==> src/inc/rnc_cfg.svh <==
/*
  offsets, field positions, reset values and opcode constants of the
  rotate-without-carry unit; assumes inclusion by bare name only
*/
`ifndef RNC_CFG_SVH
`define RNC_CFG_SVH

`define RNC_CTRL_OFF       8'h00
`define RNC_BANK_OFF       8'h04
`define RNC_ACC_OFF        8'h08
`define RNC_STAT_OFF       8'h0C
`define RNC_BASE_OFF       8'h10
`define RNC_LAST_OFF       8'h14

`define RNC_CTRL_EN_BIT    0
`define RNC_CTRL_EXT_BIT   1
`define RNC_STAT_N_BIT     0
`define RNC_STAT_Z_BIT     1
`define RNC_STAT_BUSY_BIT  2
`define RNC_STAT_IGN_LSB   8

`define RNC_CTRL_RST       2'h1
`define RNC_BANK_RST       4'h0
`define RNC_ACC_RST        8'h00
`define RNC_BASE_RST       12'h000

`define RNC_PFX_ROT_LEFT   6'h11
`define RNC_PFX_ROT_RIGHT  6'h10
`define RNC_DEST_BIT       9
`define RNC_BANKSEL_BIT    8
`define RNC_INDEX_MAX      8'h5F
`define RNC_ACCESS_SPLIT   8'h60
`define RNC_ACCESS_HI_BANK 4'hF
`define RNC_ACCESS_LO_BANK 4'h0

`endif

==> src/inc/rnc_pkg.sv <==
/*
  types and the opcode decoder of the rotate-without-carry unit;
  assumes rnc_cfg.svh on the include path
*/
`include "rnc_cfg.svh"

package rnc_pkg;

  typedef enum logic [1:0] {
    RNC_ST_DECODE,
    RNC_ST_READ,
    RNC_ST_PROCESS,
    RNC_ST_WRITE
  } rnc_state_type;

  typedef enum logic [1:0] {
    RNC_OP_NONE,
    RNC_OP_ROT_LEFT,
    RNC_OP_ROT_RIGHT
  } rnc_op_type;

  typedef enum logic [1:0] {
    RNC_MODE_ACCESS,
    RNC_MODE_BANK,
    RNC_MODE_INDEXED
  } rnc_mode_type;

  function automatic rnc_op_type rnc_decode(input logic [15:0] instr);
    rnc_op_type op;
    op = RNC_OP_NONE;
    if (instr[15:10] == `RNC_PFX_ROT_LEFT) begin
      op = RNC_OP_ROT_LEFT;
    end else if (instr[15:10] == `RNC_PFX_ROT_RIGHT) begin
      op = RNC_OP_ROT_RIGHT;
    end
    return op;
  endfunction

endpackage

==> src/rnc_rotator.sv <==
/*
  byte rotator with negative and zero results;
  assumes a decoded operation from rnc_pkg, purely combinational
*/
`timescale 1ns/1ps

module rnc_rotator (
  input  wire rnc_pkg::rnc_op_type op_in,
  input  wire logic [7:0]          data_in,
  output logic [7:0]               result_out,
  output logic                     neg_out,
  output logic                     zero_out
);
  import rnc_pkg::*;

  // no carry port at all: the carry flag cannot be disturbed
  always_comb begin
    unique case (op_in)
      RNC_OP_ROT_LEFT:  result_out = {data_in[6:0], data_in[7]};
      RNC_OP_ROT_RIGHT: result_out = {data_in[0], data_in[7:1]};
      default:          result_out = data_in;
    endcase
    neg_out  = result_out[7];
    zero_out = (result_out == 8'h00);
  end
endmodule

==> src/rnc_addr_gen.sv <==
/*
  operand address former: bank, access bank or indexed literal offset;
  assumes the bank and index base are held by the caller
*/
`timescale 1ns/1ps
`include "rnc_cfg.svh"

module rnc_addr_gen #(
  parameter int BANK_W = 4,
  parameter int ADDR_W = 12
) (
  input  wire logic [7:0]          file_in,
  input  wire logic                bank_sel_in,
  input  wire logic                ext_en_in,
  input  wire logic [BANK_W-1:0]   bank_select_reg_in,
  input  wire logic [ADDR_W-1:0]   index_base_in,
  output logic [ADDR_W-1:0]        addr_out,
  output rnc_pkg::rnc_mode_type    mode_out
);
  import rnc_pkg::*;

  logic [ADDR_W-1:0] indexed_sum;

  assign indexed_sum = index_base_in + {{(ADDR_W-8){1'b0}}, file_in};

  always_comb begin
    if (bank_sel_in) begin
      mode_out = RNC_MODE_BANK;
      addr_out = ADDR_W'({bank_select_reg_in, file_in});
    end else if (ext_en_in && (file_in <= `RNC_INDEX_MAX)) begin
      mode_out = RNC_MODE_INDEXED;
      addr_out = indexed_sum;
    end else begin
      // access bank: low part of bank 0 or top part of the last bank
      mode_out = RNC_MODE_ACCESS;
      if (file_in < `RNC_ACCESS_SPLIT) begin
        addr_out = ADDR_W'({`RNC_ACCESS_LO_BANK, file_in});
      end else begin
        addr_out = ADDR_W'({`RNC_ACCESS_HI_BANK, file_in});
      end
    end
  end
endmodule

==> src/rnc_exec.sv <==
/*
  rotate-without-carry execution unit with an APB register slave;
  assumes data memory with one-cycle read latency and synchronous inputs
*/
// Design decisions made here: the placing of the registers and the APB interface to the registers.
`timescale 1ns/1ps
`include "rnc_cfg.svh"

module rnc_exec #(
  parameter int BANK_W = 4,
  parameter int ADDR_W = 12
) (
  input  wire logic              clk_in,
  input  wire logic              nrst_in,
  input  wire logic              ce_in,
  input  wire logic              psel_in,
  input  wire logic              penable_in,
  input  wire logic              pwrite_in,
  input  wire logic [7:0]        paddr_in,
  input  wire logic [31:0]       pwdata_in,
  output logic [31:0]            prdata_out,
  output logic                   pready_out,
  output logic                   pslverr_out,
  input  wire logic              instr_valid_in,
  input  wire logic [15:0]       instr_in,
  output logic                   instr_ready_out,
  output logic [ADDR_W-1:0]      mem_addr_out,
  output logic                   mem_rd_en_out,
  input  wire logic [7:0]        mem_rdata_in,
  output logic                   mem_wr_en_out,
  output logic [7:0]             mem_wdata_out,
  output logic [7:0]             acc_out,
  output logic                   flag_n_out,
  output logic                   flag_z_out,
  output logic                   done_out
);
  import rnc_pkg::*;

  rnc_state_type       state_reg, state_next;
  rnc_op_type          op_reg, op_next;
  rnc_mode_type        mode_reg, mode_next;
  logic [15:0]         instr_reg, instr_next;
  logic [ADDR_W-1:0]   addr_reg, addr_next;
  logic [7:0]          result_reg, result_next;
  logic [7:0]          acc_reg, acc_next;
  logic                n_reg, n_next;
  logic                z_reg, z_next;
  logic [7:0]          ign_reg, ign_next;

  logic [1:0]          ctrl_reg, ctrl_next;
  logic [BANK_W-1:0]   bank_select_reg, bank_select_next;
  logic [ADDR_W-1:0]   base_reg, base_next;
  logic [31:0]         prdata_reg, prdata_next;

  rnc_op_type          dec_op;
  rnc_mode_type        gen_mode;
  logic [ADDR_W-1:0]   gen_addr;
  logic [7:0]          rot_result;
  logic                rot_n;
  logic                rot_z;
  logic                accept;
  logic                apb_setup;
  logic                apb_wr;
  logic                addr_hit;

  assign dec_op = rnc_decode(instr_in);

  rnc_addr_gen #(
    .BANK_W (BANK_W),
    .ADDR_W (ADDR_W)
  ) u_addr (
    .file_in            (instr_in[7:0]),
    .bank_sel_in        (instr_in[`RNC_BANKSEL_BIT]),
    .ext_en_in          (ctrl_reg[`RNC_CTRL_EXT_BIT]),
    .bank_select_reg_in (bank_select_reg),
    .index_base_in      (base_reg),
    .addr_out           (gen_addr),
    .mode_out           (gen_mode)
  );

  // operand arrives one cycle after the read strobe, so feed it straight in
  rnc_rotator u_rot (
    .op_in      (op_reg),
    .data_in    (mem_rdata_in),
    .result_out (rot_result),
    .neg_out    (rot_n),
    .zero_out   (rot_z)
  );

  assign instr_ready_out = ce_in && ctrl_reg[`RNC_CTRL_EN_BIT] && (state_reg == RNC_ST_DECODE);
  assign accept          = instr_valid_in && instr_ready_out;
  assign mem_addr_out    = addr_reg;
  assign mem_wdata_out   = result_reg;
  assign mem_rd_en_out   = ce_in && (state_reg == RNC_ST_READ);
  assign mem_wr_en_out   = ce_in && (state_reg == RNC_ST_WRITE) && instr_reg[`RNC_DEST_BIT];
  assign done_out        = ce_in && (state_reg == RNC_ST_WRITE);
  assign acc_out         = acc_reg;
  assign flag_n_out      = n_reg;
  assign flag_z_out      = z_reg;

  // apb: zero wait states, but a frozen clock enable also stalls the bus
  assign pready_out  = ce_in;
  assign apb_setup   = psel_in && !penable_in;
  assign apb_wr      = psel_in && penable_in && pwrite_in && ce_in && addr_hit;
  assign prdata_out  = prdata_reg;
  assign pslverr_out = psel_in && penable_in && !addr_hit;

  always_comb begin
    unique case (paddr_in)
      `RNC_CTRL_OFF, `RNC_BANK_OFF, `RNC_ACC_OFF,
      `RNC_STAT_OFF, `RNC_BASE_OFF, `RNC_LAST_OFF: addr_hit = 1'b1;
      default:                                     addr_hit = 1'b0;
    endcase
  end

  // register file next values; read data is caught in the setup cycle
  always_comb begin
    ctrl_next        = ctrl_reg;
    bank_select_next = bank_select_reg;
    base_next        = base_reg;
    prdata_next      = prdata_reg;
    if (apb_wr && (paddr_in == `RNC_CTRL_OFF)) begin
      ctrl_next = pwdata_in[1:0];
    end
    if (apb_wr && (paddr_in == `RNC_BANK_OFF)) begin
      bank_select_next = pwdata_in[BANK_W-1:0];
    end
    if (apb_wr && (paddr_in == `RNC_BASE_OFF)) begin
      base_next = pwdata_in[ADDR_W-1:0];
    end
    if (apb_setup) begin
      prdata_next = 32'h0000_0000;
      unique case (paddr_in)
        `RNC_CTRL_OFF: prdata_next = {30'h0, ctrl_reg};
        `RNC_BANK_OFF: prdata_next = 32'(bank_select_reg);
        `RNC_ACC_OFF:  prdata_next = {24'h0, acc_reg};
        `RNC_STAT_OFF: prdata_next = {16'h0, ign_reg, 5'h0,
                                      (state_reg != RNC_ST_DECODE), z_reg, n_reg};
        `RNC_BASE_OFF: prdata_next = 32'(base_reg);
        `RNC_LAST_OFF: prdata_next = 32'(addr_reg);
        default:       prdata_next = 32'h0000_0000;
      endcase
    end
  end

  always_ff @(posedge clk_in or negedge nrst_in) begin
    if (!nrst_in) begin
      ctrl_reg        <= `RNC_CTRL_RST;
      bank_select_reg <= BANK_W'(`RNC_BANK_RST);
      base_reg        <= ADDR_W'(`RNC_BASE_RST);
      prdata_reg      <= 32'h0000_0000;
    end else if (ce_in) begin
      ctrl_reg        <= ctrl_next;
      bank_select_reg <= bank_select_next;
      base_reg        <= base_next;
      prdata_reg      <= prdata_next;
    end
  end

  // four phases: decode, read operand, process, write destination
  always_comb begin
    state_next  = state_reg;
    op_next     = op_reg;
    mode_next   = mode_reg;
    instr_next  = instr_reg;
    addr_next   = addr_reg;
    result_next = result_reg;
    acc_next    = acc_reg;
    n_next      = n_reg;
    z_next      = z_reg;
    ign_next    = ign_reg;
    if (apb_wr && (paddr_in == `RNC_ACC_OFF)) begin
      acc_next = pwdata_in[7:0];
    end
    unique case (state_reg)
      RNC_ST_DECODE: begin
        if (accept && (dec_op != RNC_OP_NONE)) begin
          op_next    = dec_op;
          instr_next = instr_in;
          addr_next  = gen_addr;
          mode_next  = gen_mode;
          state_next = RNC_ST_READ;
        end else if (accept && (ign_reg != 8'hFF)) begin
          // foreign opcodes are consumed and counted, saturating
          ign_next = ign_reg + 8'h01;
        end
      end
      RNC_ST_READ: begin
        state_next = RNC_ST_PROCESS;
      end
      RNC_ST_PROCESS: begin
        result_next = rot_result;
        state_next  = RNC_ST_WRITE;
      end
      RNC_ST_WRITE: begin
        // the unit wins over a bus write landing in the same cycle
        if (!instr_reg[`RNC_DEST_BIT]) begin
          acc_next = result_reg;
        end
        n_next     = result_reg[7];
        z_next     = (result_reg == 8'h00);
        state_next = RNC_ST_DECODE;
      end
    endcase
  end

  always_ff @(posedge clk_in or negedge nrst_in) begin
    if (!nrst_in) begin
      state_reg  <= RNC_ST_DECODE;
      op_reg     <= RNC_OP_NONE;
      mode_reg   <= RNC_MODE_ACCESS;
      instr_reg  <= 16'h0000;
      addr_reg   <= '0;
      result_reg <= 8'h00;
      acc_reg    <= `RNC_ACC_RST;
      n_reg      <= 1'b0;
      z_reg      <= 1'b0;
      ign_reg    <= 8'h00;
    end else if (ce_in) begin
      state_reg  <= state_next;
      op_reg     <= op_next;
      mode_reg   <= mode_next;
      instr_reg  <= instr_next;
      addr_reg   <= addr_next;
      result_reg <= result_next;
      acc_reg    <= acc_next;
      n_reg      <= n_next;
      z_reg      <= z_next;
      ign_reg    <= ign_next;
    end
  end

  logic [7:0]        rdata_left;
  logic [7:0]        rdata_right;
  logic [ADDR_W-1:0] exp_index;

  assign rdata_left  = {mem_rdata_in[6:0], mem_rdata_in[7]};
  assign rdata_right = {mem_rdata_in[0], mem_rdata_in[7:1]};
  // whole address, so a lost carry into the bank bits is caught too
  assign exp_index   = base_reg + ADDR_W'(instr_reg[7:0]);
endmodule

==> config.mk <==
export PLATFORM = sky130hd
export DESIGN_NAME = rnc_exec
export DESIGN_NICKNAME = d
export VERILOG_FILES = /design/src/inc/rnc_pkg.sv /design/src/rnc_rotator.sv /design/src/rnc_addr_gen.sv /design/src/rnc_exec.sv
export VERILOG_INCLUDE_DIRS = /design/src /design/src/inc
export SDC_FILE = /design/constraint.sdc
export NUM_CORES = 1
export LEC_CHECK = 0
export BUFFER_PORTS_ARGS = -buffer_cell sky130_fd_sc_hd__buf_2
export CAP_MARGIN = 10
export CORE_MARGIN = 2
export CORE_UTILIZATION = 47
export CTS_BUF_LIST = sky130_fd_sc_hd__clkbuf_4
export CTS_CLUSTER_DIAMETER = 150
export DETAILED_ROUTE_END_ITERATION = 12
export PLACE_DENSITY = 0.74
export SLEW_MARGIN = 25
export SYNTH_ARGS = -nofsm -noshare
export SYNTH_HDL_FRONTEND = slang
export SYNTH_HIERARCHICAL = 1
export SYNTH_SLANG_ARGS = --single-unit
export TNS_END_PERCENT = 1
==> constraint.sdc <==
create_clock -name clk_in -period 2.9 [get_ports clk_in]
set_clock_uncertainty 0.1 [all_clocks]
set_input_delay 0.58 -clock clk_in [delete_from_list [all_inputs] [get_ports clk_in]]
set_output_delay 0.58 -clock clk_in [all_outputs]
set_load 0.02 [all_outputs]
# Word level (Yosys, flattened, before mapping)
# Cells that the tools add are included.
[word_totals]
word_cells = 81
output_inout_bits = 68
ff_bits = 102
in_bits = 71
[classes]
bitwise_logic = 1
muxes = 13
add_sub_neg = 2
n_reduce_logical = 36
eq_ne = 14
magnitude_cmp = 2
[ops]
columns = ["op", "count"]
rows = [
  ["$pmux 16 s6", 1],
  ["$mux 12", 3],
  ["$mux 8", 3],
  ["$logic_and 1x1->1", 19],
  ["$eq 8x4->1 const B", 2],
  ["$eq 8x5->1 const B", 2],
  ["$logic_not 8->1", 2],
  ["$pmux 8 s2", 1],
  ["$reduce_and 2->1", 7],
  ["$add 12x8->12", 1],
  ["$eq 6x5->1 const B", 2],
  ["$add 8x1->8 const B", 1],
  ["$eq 8x3->1 const B", 1],
  ["$le 8x7->1 const B", 1],
  ["$lt 8x7->1 const B", 1],
  ["$ne 8x8->1 const B", 1],
  ["$pmux 2 s4", 1],
  ["$eq 2x2->1 const B", 3],
  ["$mux 2", 3],
  ["$reduce_or 6->1", 1],
  ["$eq 2x1->1 const B", 2],
  ["$reduce_and 4->1", 1],
  ["$reduce_bool 2->1", 2],
  ["$reduce_and 3->1", 1],
  ["5 further kinds", 6],
]

# Longest topological paths before layout
# Gate-level depths: netlist of run 1.
[logic_depth]
word_depth = 8
mapped_depth = 9
depth_no_buf = 9

# By module
# The synthesis of run 1 kept the hierarchy.
[by_module_without_submodules]
columns = ["module", "n_inst", "area_per_inst_um2", "cells_per_inst", "seq_area_each_um2"]
rows = [
  ["rnc_exec", 1, 3842.4, 342, 1928.1],
  ["rnc_addr_gen", 1, 633.1, 96, 0.0],
  ["rnc_rotator", 1, 277.8, 37, 0.0],
]

# Least setup slack after synthesis of run 1
# No wires, ideal clock.
[synth_timing]
path_type = "input to register"
from = "input instr_in[0]"
to = "register addr_reg[8], in the netlist mem_addr_out[8]"
path_buffers = 0
setup_ns = 0.125
stages = 9
t_required_ns = 2.675
arrival_time_ns = 2.174
path_slack_ns = 0.501
cell_sequence = "ha_1 inv_1 fa_1 nand2b_1 a21oi_1 o211ai_1 mux2i_1 o311ai_0 mux2_2"
[synth_via]
elab_chain_len = 4
elab_cells_between_ends = 7
classes_between = "1 x add/sub; 2 x order compare; 3 x mux; 1 x reduce/logical"
[synth_lines]
columns = ["element", "line_no", "rtl"]
rows = [
  ["start: declaration", "rnc_exec.sv:25", "input wire logic [15:0] instr_in,"],
  ["$lt 8x7->1 (no line) / $le 8x7->1 (equally long branches)", "n/a", ""],
  ["$mux 12 / $logic_and 1x1->1 (equally long branches)", "rnc_addr_gen.sv:36, rnc_addr_gen.sv:30", ""],
  ["$mux 12 *", "rnc_addr_gen.sv:30", "end else if (ext_en_in && (file_in <= `RNC_INDEX_MAX)) begin"],
  ["$mux 12 *", "rnc_addr_gen.sv:27", "if (bank_sel_in) begin"],
  ["via gen_addr[8]", "rnc_exec.sv:57", "logic [ADDR_W-1:0] gen_addr;"],
  ["end signal: assignment", "rnc_exec.sv:224", "addr_reg <= addr_next;"],
  ["end: declaration", "rnc_exec.sv:43", "logic [ADDR_W-1:0] addr_reg, addr_next;"],
]
# The timed path passes the listed nets; every way through them passes the cells marked *.
# A chain may end at the register's enable or synchronous reset.

# Worst setup path in the final report of run 1
[layout_timing]
from = "register base_reg[0]"
to = "register addr_reg[8], in the netlist mem_addr_out[8]"
[layout_via]
elab_chain_len = 3
[layout_lines]
columns = ["element", "line_no", "rtl"]
rows = [
  ["start: declaration", "rnc_exec.sv:52", "logic [ADDR_W-1:0] base_reg, base_next;"],
  ["start signal: assignment", "rnc_exec.sv:150", "base_reg <= ADDR_W'(`RNC_BASE_RST);"],
  ["start signal: assignment", "rnc_exec.sv:155", "base_reg <= base_next;"],
  ["$add 12x8->12", "rnc_addr_gen.sv:24", "assign indexed_sum = index_base_in + {{(ADDR_W-8){1'b0}}, file_in};"],
  ["$mux 12", "rnc_addr_gen.sv:30", ""],
  ["$mux 12", "rnc_addr_gen.sv:27", ""],
  ["via gen_addr[8]", "rnc_exec.sv:57", ""],
]
# The timed path passes the listed nets, and every way through them passes these cells.

==> results_tabular.tex, run 1 <==
\begin{tabular}{lr}
\hline
Metric & Value \\
\hline
\multicolumn{2}{l}{\textbf{Power and ir drop}} \\
Net switching power figure & 0.869 mW \\
Sequential fraction of design power & 0.481 \\
Clock power frac & 0.297 \\
Combinational power share & 0.222 \\
P\_leak & between 2 and 3 nW \\
Peak supply drop & about 0.45 mV \\
Cell Int Power & around 1.8 mW \\
Switching part of the total power & 0.331 \\
Power density normalized to cell area & 486 nW/µm² \\
Sum of internal, switching and leakage power & 2.63 mW \\
\multicolumn{2}{l}{\textbf{Run}} \\
Max-capacitance violation count & 0 \\
\multicolumn{2}{l}{\textbf{Detailed routing}} \\
Routed length per placed instance & between 15 and 20 µm \\
Number of detailed-routing iterations run before antenna repair & 4 \\
Routed wl met2 & slightly below 6 mm \\
DRT iter0 DRCs & approximately 250 \\
Via count of the routed design & approximately 3800 \\
Post-route met1 wirelength & between 5 and 6 mm \\
Routed wire length on met3 & 730 µm \\
Remaining DRCs & 0 \\
Routed Wire Length & 11.9 mm \\
Antenna-violating nets left & 0 \\
Uppermost signal routing layer after detailed routing & met4 \\
Vias per inst & 5.41 \\
\multicolumn{2}{l}{\textbf{Worst setup path}} \\
Critical path's top delay family & compound AO/OA/AOI/OAI gates \\
Arrival time worst endpoint & about 2.7 ns \\
Cell with the biggest individual delay on the critical path & sky130\_fd\_sc\_hd\_\_dfrtp\_1 \\
Critical path cell sequence & ha\_1 -> inv\_1 -> fa\_1 -> nand2b\_1 -> a21oi\_1 -> o211ai\_1 -> mux2i\_1 -> o311ai\_0 -> mux2\_2 \\
Worst endpoint required time & about 3.1 ns \\
Critical Path Source Type & flop \\
Critical setup path kind & reg -> reg \\
Peak per-stage delay on the critical path & 0.40 ns \\
Sum of buffers and inverters on the critical path & 1 \\
Number of cells on the critical path & 9 \\
Type of destination of the critical path & flop \\
Cells on worst reg2reg path & 9 \\
Crit path max fanout & 3 \\
RR Startpoint & base\_reg[0] \\
Start point of the critical path & base\_reg[0] \\
\multicolumn{2}{l}{\textbf{Timing}} \\
Setup repair after global routing missed its margin & false \\
Highest clock rate & $\sim$400 MHz \\
Total Neg Setup Slack & 0 ns \\
Post-layout min period & $\sim$2.5 ns \\
Max Transition Viols Final & 0 \\
Worst slew margin relative to its limit & 0.536 \\
Post-route fraction of the period consumed by the critical path & 0.858 \\
Setup Viol. Count Final & 0 \\
Worst-Margin Slew & $\sim$0.7 ns \\
Hold violation total from the final report & 0 \\
Final setup margin & $\sim$0.41 ns \\
\multicolumn{2}{l}{\textbf{Layout}} \\
Area overhead of the layout relative to synthesis & 15.1\% \\
Total number of nets in the final design & around 660 \\
Multi-input combinational cell area & about 2500 µm² \\
Flip-flop count of the largest register after layout & 16 \\
Share of cells above drive strength 1 & 0.328 \\
Final antenna diode count & 0 \\
Combined flip-flop and latch cell area & slightly below 2000 µm² \\
Final standard cell utilization of the core & 0.557 \\
Fill cell instance count of the final layout & just under 900 \\
\multicolumn{2}{l}{\textbf{Placed design}} \\
Final GP Congestion & 0.904 \\
Post-Place Worst Slack & 0.133 ns \\
IO Port Bufs & just over 100 \\
DP Wirelength & 9.11 mm \\
\multicolumn{2}{l}{\textbf{Worst hold path}} \\
Hold/Removal Path Class & in -> async \\
\multicolumn{2}{l}{\textbf{Floorplan}} \\
Floorplan die area & between 10000 and 15000 µm² \\
Die boundary width & 104 µm \\
Cell Rows & 36 \\
Die Ht & about 100 µm \\
Core Region & 9730 µm² \\
Number of primary I/O pins & $\sim$140 \\
Initial Utilization & 0.484 \\
\multicolumn{2}{l}{\textbf{Clock network}} \\
Number of buffers between clock root and the deepest sink & 2 \\
CTS sink cnt & 77 \\
Worst-Skew Late Latency & about 0.43 ns \\
Post-CTS resize count & 0 \\
Post CTS Setup Buffer Count & 0 \\
H-tree lvl count & 3 \\
TritonCTS clock tree & yes \\
Number of hold buffers added after CTS & 0 \\
Root cell of the clock tree & sky130\_fd\_sc\_hd\_\_clkbuf\_4 \\
Number of CTS-inserted buffers & 9 \\
Clock slew seen by the registers of the worst setup and hold paths & around 0.14 ns \\
\multicolumn{2}{l}{\textbf{Global route}} \\
Antenna violations before repair & 0 \\
Global-route total usage across every layer & 0.223 \\
Pin count of the biggest net entering global routing & 78 \\
Remaining global-route overflow & 0 \\
Wire length of the first global-routing pass & 19.1 mm \\
Vias in the first global route & between 3000 and 4000 \\
\multicolumn{2}{l}{\textbf{Yosys}} \\
Synthesized area per cell & around 10 µm² \\
Synth Warn \# & 6 \\
Synthesized area & 4710 µm² \\
Gate count after technology mapping & 469 \\
\multicolumn{2}{l}{\textbf{Outcome}} \\
Run status & finished clean \\
\hline
\end{tabular}
[stage by stage]
stage,hold WS [ns],std cells,cell area (µm²)
after global placement,0.345,690,5240
after CTS,0.214,706,5410
final,0.0440,706,5420
after detailed placement,0.353,690,5240
after global routing,0.0924,706,5420
after floorplan,0.184,484,4760
[worst paths after layout]
| kind | endpoint | slack [ns] |
|---|---|---|
| worst max-delay path | mem_addr_out[8] | 0.41 |
| worst min-delay path | mem_addr_out[8] | 0.04 |
| worst max register to register | mem_addr_out[8] | 0.41 |
| worst min register to register | prdata_out[13] | 0.39 |
| max in group asynchronous | mem_wdata_out[6] | 2.17 |
| min in group clk_in | op_reg[1] | 0.23 |
[routing by layer]
layer | track usage | vias to the layer above
li1 | - | 1849
met1 | 0.280 | 1856
met2 | 0.384 | 105
met3 | 0.0464 | 8
met4 | 0.0695 | 0
met5 | 0 | -
[layout make-up]
type	instances	area share
clock buffer	9	0.0125
multi-input combinational	355	0.467
timing repair buffer	107	0.102
tap	133	0.0307
inverter	18	0.0125
sequential	77	0.356
clock inverter	7	0.0194
[layout by cell type (no fill, tap or decap), types with 8 or more instances in the layout]
master                     instances
sky130_fd_sc_hd__xor2_1           11
sky130_fd_sc_hd__a21oi_1          18
sky130_fd_sc_hd__a22oi_1           8
sky130_fd_sc_hd__o21a_1            9
sky130_fd_sc_hd__o21ai_0          21
sky130_fd_sc_hd__mux2_4           10
sky130_fd_sc_hd__clkbuf_4          9
sky130_fd_sc_hd__ha_1             15
sky130_fd_sc_hd__buf_2           101
sky130_fd_sc_hd__o211ai_1          9
sky130_fd_sc_hd__mux2_2           42
sky130_fd_sc_hd__nand4_1           9
sky130_fd_sc_hd__nand3_1          12
sky130_fd_sc_hd__nand2_1          46
sky130_fd_sc_hd__conb_1           16
sky130_fd_sc_hd__inv_1            17
sky130_fd_sc_hd__dfrtp_1          76
sky130_fd_sc_hd__nor2_1           39
[power groups by stage]
stage	Combinational [mW]	Sequential [mW]	Clock, mW
6_report	0.585	1.27	0.781
4_1_cts	0.591	1.27	0.797
3_3_place_gp	0.574	1.28	0
2_1_floorplan	0.308	1.35	0
5_1_grt	0.643	1.28	0.842
3_5_place_dp	0.588	1.29	0
Note: power is estimated with default switching activity, not from simulation.
==> run 2: changes to the inputs <==
Settings changed: ABC_AREA set to 1, PLACE_DENSITY 0.74 to 0.73.
==> results_tabular.tex, run 2 <==
\begin{tabular}{lr}
\hline
Metric & Value \\
\hline
\multicolumn{2}{l}{\textbf{Floorplan}} \\
Die Ht & 106 µm (+1.7\%) \\
Cell Rows & 37 (+2.8\%) \\
Floorplan die area & 11200 µm² (+3.5\%) \\
Number of primary I/O pins & 139 (unchanged) \\
Core Region & 10200 µm² (+4.7\%) \\
Die boundary width & 106 µm (+1.7\%) \\
Initial Utilization & 0.479 (-0.00469) \\
\multicolumn{2}{l}{\textbf{Timing}} \\
Post-layout min period & 2.48 ns (-0.00519 ns) \\
Worst-Margin Slew & 0.693 ns (-0.00227 ns) \\
Highest clock rate & 403 MHz (+0.21\%) \\
Max Transition Viols Final & 0 (unchanged) \\
Hold violation total from the final report & 0 (unchanged) \\
Setup Viol. Count Final & 0 (unchanged) \\
Setup repair after global routing missed its margin & false \\
Total Neg Setup Slack & 0 ns (unchanged) \\
Worst slew margin relative to its limit & 0.538 (+0.00151) \\
Worst hold slack & 0.0574 ns (+0.0134 ns) \\
Post-route fraction of the period consumed by the critical path & 0.856 (-0.00179) \\
\multicolumn{2}{l}{\textbf{Global route}} \\
Antenna violations before repair & 0 (unchanged) \\
Wire length of the first global-routing pass & 21.2 mm (+11\%) \\
Vias in the first global route & 4450 (+17\%) \\
Remaining global-route overflow & 0 (unchanged) \\
Pin count of the biggest net entering global routing & 78 (unchanged) \\
Global-route total usage across every layer & 0.239 (+0.0167) \\
\multicolumn{2}{l}{\textbf{Worst setup path}} \\
Worst endpoint required time & 2.22 ns (-0.92 ns) \\
Critical path cell sequence & buf\_2 -> inv\_1 -> nor2\_1 -> nand2\_1 -> nor2\_1 -> nor2\_1 -> nand3\_2 -> nor3\_1 -> buf\_2 \\
Critical Path Source Type & input pin \\
Number of cells on the critical path & 9 (unchanged) \\
Cell with the biggest individual delay on the critical path & sky130\_fd\_sc\_hd\_\_nand3\_2 \\
Crit path max fanout & 11 (+8) \\
R2R setup slack & 0.76 ns (+0.35 ns) \\
Arrival time worst endpoint & 1.80 ns (-0.93 ns) \\
Critical setup path kind & in -> out \\
Sum of buffers and inverters on the critical path & 3 (+2) \\
Crit path capture & pslverr\_out \\
Crit path top cell by count & sky130\_fd\_sc\_hd\_\_nor2\_1 \\
Start point of the critical path & paddr\_in[4] \\
Type of destination of the critical path & primary output \\
Critical path's top delay family & simple AND/OR/NAND/NOR gates \\
Peak per-stage delay on the critical path & 0.25 ns (-0.15 ns) \\
Cells on worst reg2reg path & 9 (unchanged) \\
Capturing point of the worst reg2reg path & mem\_addr\_out[7] \\
RR Startpoint & state\_reg[0] \\
\multicolumn{2}{l}{\textbf{Detailed routing}} \\
Remaining DRCs & 0 (unchanged) \\
Routed Wire Length & 12.7 mm (+7.3\%) \\
Vias per inst & 5.21 (-3.7\%) \\
Antenna-violating nets left & 0 (unchanged) \\
Via count of the routed design & 4654 (+22\%) \\
Number of detailed-routing iterations run before antenna repair & 5 (+1) \\
DRT iter0 DRCs & 297 (+21\%) \\
Routed length per placed instance & 14.3 µm (-15\%) \\
\multicolumn{2}{l}{\textbf{Power and ir drop}} \\
P\_leak & 3.10 nW (+12\%) \\
Sequential fraction of design power & 0.512 (+0.031) \\
Switching part of the total power & 0.366 (+0.0350) \\
Net switching power figure & 0.909 mW (+4.6\%) \\
Clock power frac & 0.245 (-0.052) \\
Peak supply drop & 0.463 mV (+4.0\%) \\
Combinational power share & 0.243 (+0.021) \\
Sum of internal, switching and leakage power & 2.49 mW (-5.5\%) \\
Power density normalized to cell area & 449 nW/µm² (-7.5\%) \\
Cell Int Power & 1.58 mW (-10\%) \\
\multicolumn{2}{l}{\textbf{Layout}} \\
Fill cell instance count of the final layout & 1022 (+16\%) \\
Share of cells above drive strength 1 & 0.228 (-0.0999) \\
Area overhead of the layout relative to synthesis & 13.4\% \\
Flip-flop count of the largest register after layout & 16 (unchanged) \\
Multi-input combinational cell area & 2530 µm² (+0.20\%) \\
Cell area after layout & 5540 µm² (+2.2\%) \\
Commonest cells after routing, fill and taps aside & 256 x sky130\_fd\_sc\_hd\_\_nand2\_1, 101 x sky130\_fd\_sc\_hd\_\_buf\_2, 76 x sky130\_fd\_sc\_hd\_\_dfrtp\_1 \\
Final antenna diode count & 0 (unchanged) \\
Combined flip-flop and latch cell area & 1930 µm² (unchanged) \\
Total number of nets in the final design & 840 (+28\%) \\
Leading cell type in the layout, fill and taps excluded & sky130\_fd\_sc\_hd\_\_nand2\_1 \\
Post-route non-filler standard cell count & 894 (+27\%) \\
\multicolumn{2}{l}{\textbf{Clock network}} \\
Number of buffers between clock root and the deepest sink & 2 (unchanged) \\
Number of CTS-inserted buffers & 9 (unchanged) \\
H-tree lvl count & 3 (unchanged) \\
CTS sink cnt & 77 (unchanged) \\
Number of hold buffers added after CTS & 0 (unchanged) \\
Clock slew seen by the registers of the worst setup and hold paths & 0.14 ns (about the same) \\
Root cell of the clock tree & sky130\_fd\_sc\_hd\_\_clkbuf\_4 \\
TritonCTS clock tree & yes \\
Post-CTS resize count & 0 (unchanged) \\
Worst-Skew Late Latency & 0.44 ns (about the same) \\
Post CTS Setup Buffer Count & 0 (unchanged) \\
\multicolumn{2}{l}{\textbf{Placed design}} \\
Area post-placement & 5410 µm² (+3.2\%) \\
Final GP Congestion & 0.938 (+3.7\%) \\
Inst Count DP & 878 (+27\%) \\
DP Wirelength & 9.91 mm (+8.8\%) \\
IO Port Bufs & 102 (unchanged) \\
\multicolumn{2}{l}{\textbf{Worst hold path}} \\
Hold/Removal Path Class & in -> async \\
\multicolumn{2}{l}{\textbf{Yosys}} \\
Synthesized area per cell & 7.44 µm² (-26\%) \\
Gate count after technology mapping & 656 (+40\%) \\
Synth Warn \# & 6 (unchanged) \\
Synthesized area & 4880 µm² (+3.7\%) \\
\multicolumn{2}{l}{\textbf{Run}} \\
Max-capacitance violation count & 0 (unchanged) \\
\multicolumn{2}{l}{\textbf{Outcome}} \\
Run status & finished clean \\
\hline
\end{tabular}
==> run 2: how the worst min path moves through the flow <==
stage	end	slack, ns	cells after the start
floorplan	acc_out[0]	0.18	0
global placement	ign_reg[5]	0.36	1
detailed placement	prdata_out[14]	0.36	2
CTS	mem_addr_out[4]	0.20	1
global route	prdata_out[9]	0.09	1
finish	mem_addr_out[3]	0.06	1
==> run 2: layout make-up <==
cell class / instances / share of cell area
multi-input combinational: 500 / 0.458
sequential: 77 / 0.348
timing repair buffer: 107 / 0.100
inverter: 58 / 0.0407
tap: 136 / 0.0307
clock buffer: 9 / 0.0122
clock inverter: 7 / 0.0102
==> run 2: power by group through the flow <==
stage / combinational (mW) / clock (mW) / sequential, mW
floorplan: 0.293 / 0 / 1.38
global route: 0.665 / 0.677 / 1.29
detailed placement: 0.606 / 0 / 1.29
finish: 0.604 / 0.609 / 1.27
global placement: 0.587 / 0 / 1.29
CTS: 0.609 / 0.628 / 1.27
==> run 2: metal layers <==
metal / vias up / part of all wire / track usage / wire, µm
met5: - / 0 / 0 / 0
met4: 0 / 0.032 / 0.108 / 414
met3: 27 / 0.069 / 0.0478 / 882
met2: 168 / 0.47 / 0.390 / 6010
met1: 2189 / 0.43 / 0.308 / 5430
li1: 2270 / - / - / -
==> run 2: worst register-to-register path, delay by kind of cell, from the launching register on <==
family | cells | cell delay (ns)
and+or+nand+nor | 4 | 0.69
AOI/OAI and AO/OA | 1 | 0.09
buffers and inverters | 3 | 0.53
adders and majority gates | 1 | 0.23
DFF | 1 | 0.43
==> run 2: metrics by stage <==
stage               worst slack [ns]  utilization
finish                         0.417        0.543
CTS                            0.406        0.543
global placement               0.442        0.531
floorplan                      0.577            -
detailed placement             0.409        0.531
global route                   0.321        0.543
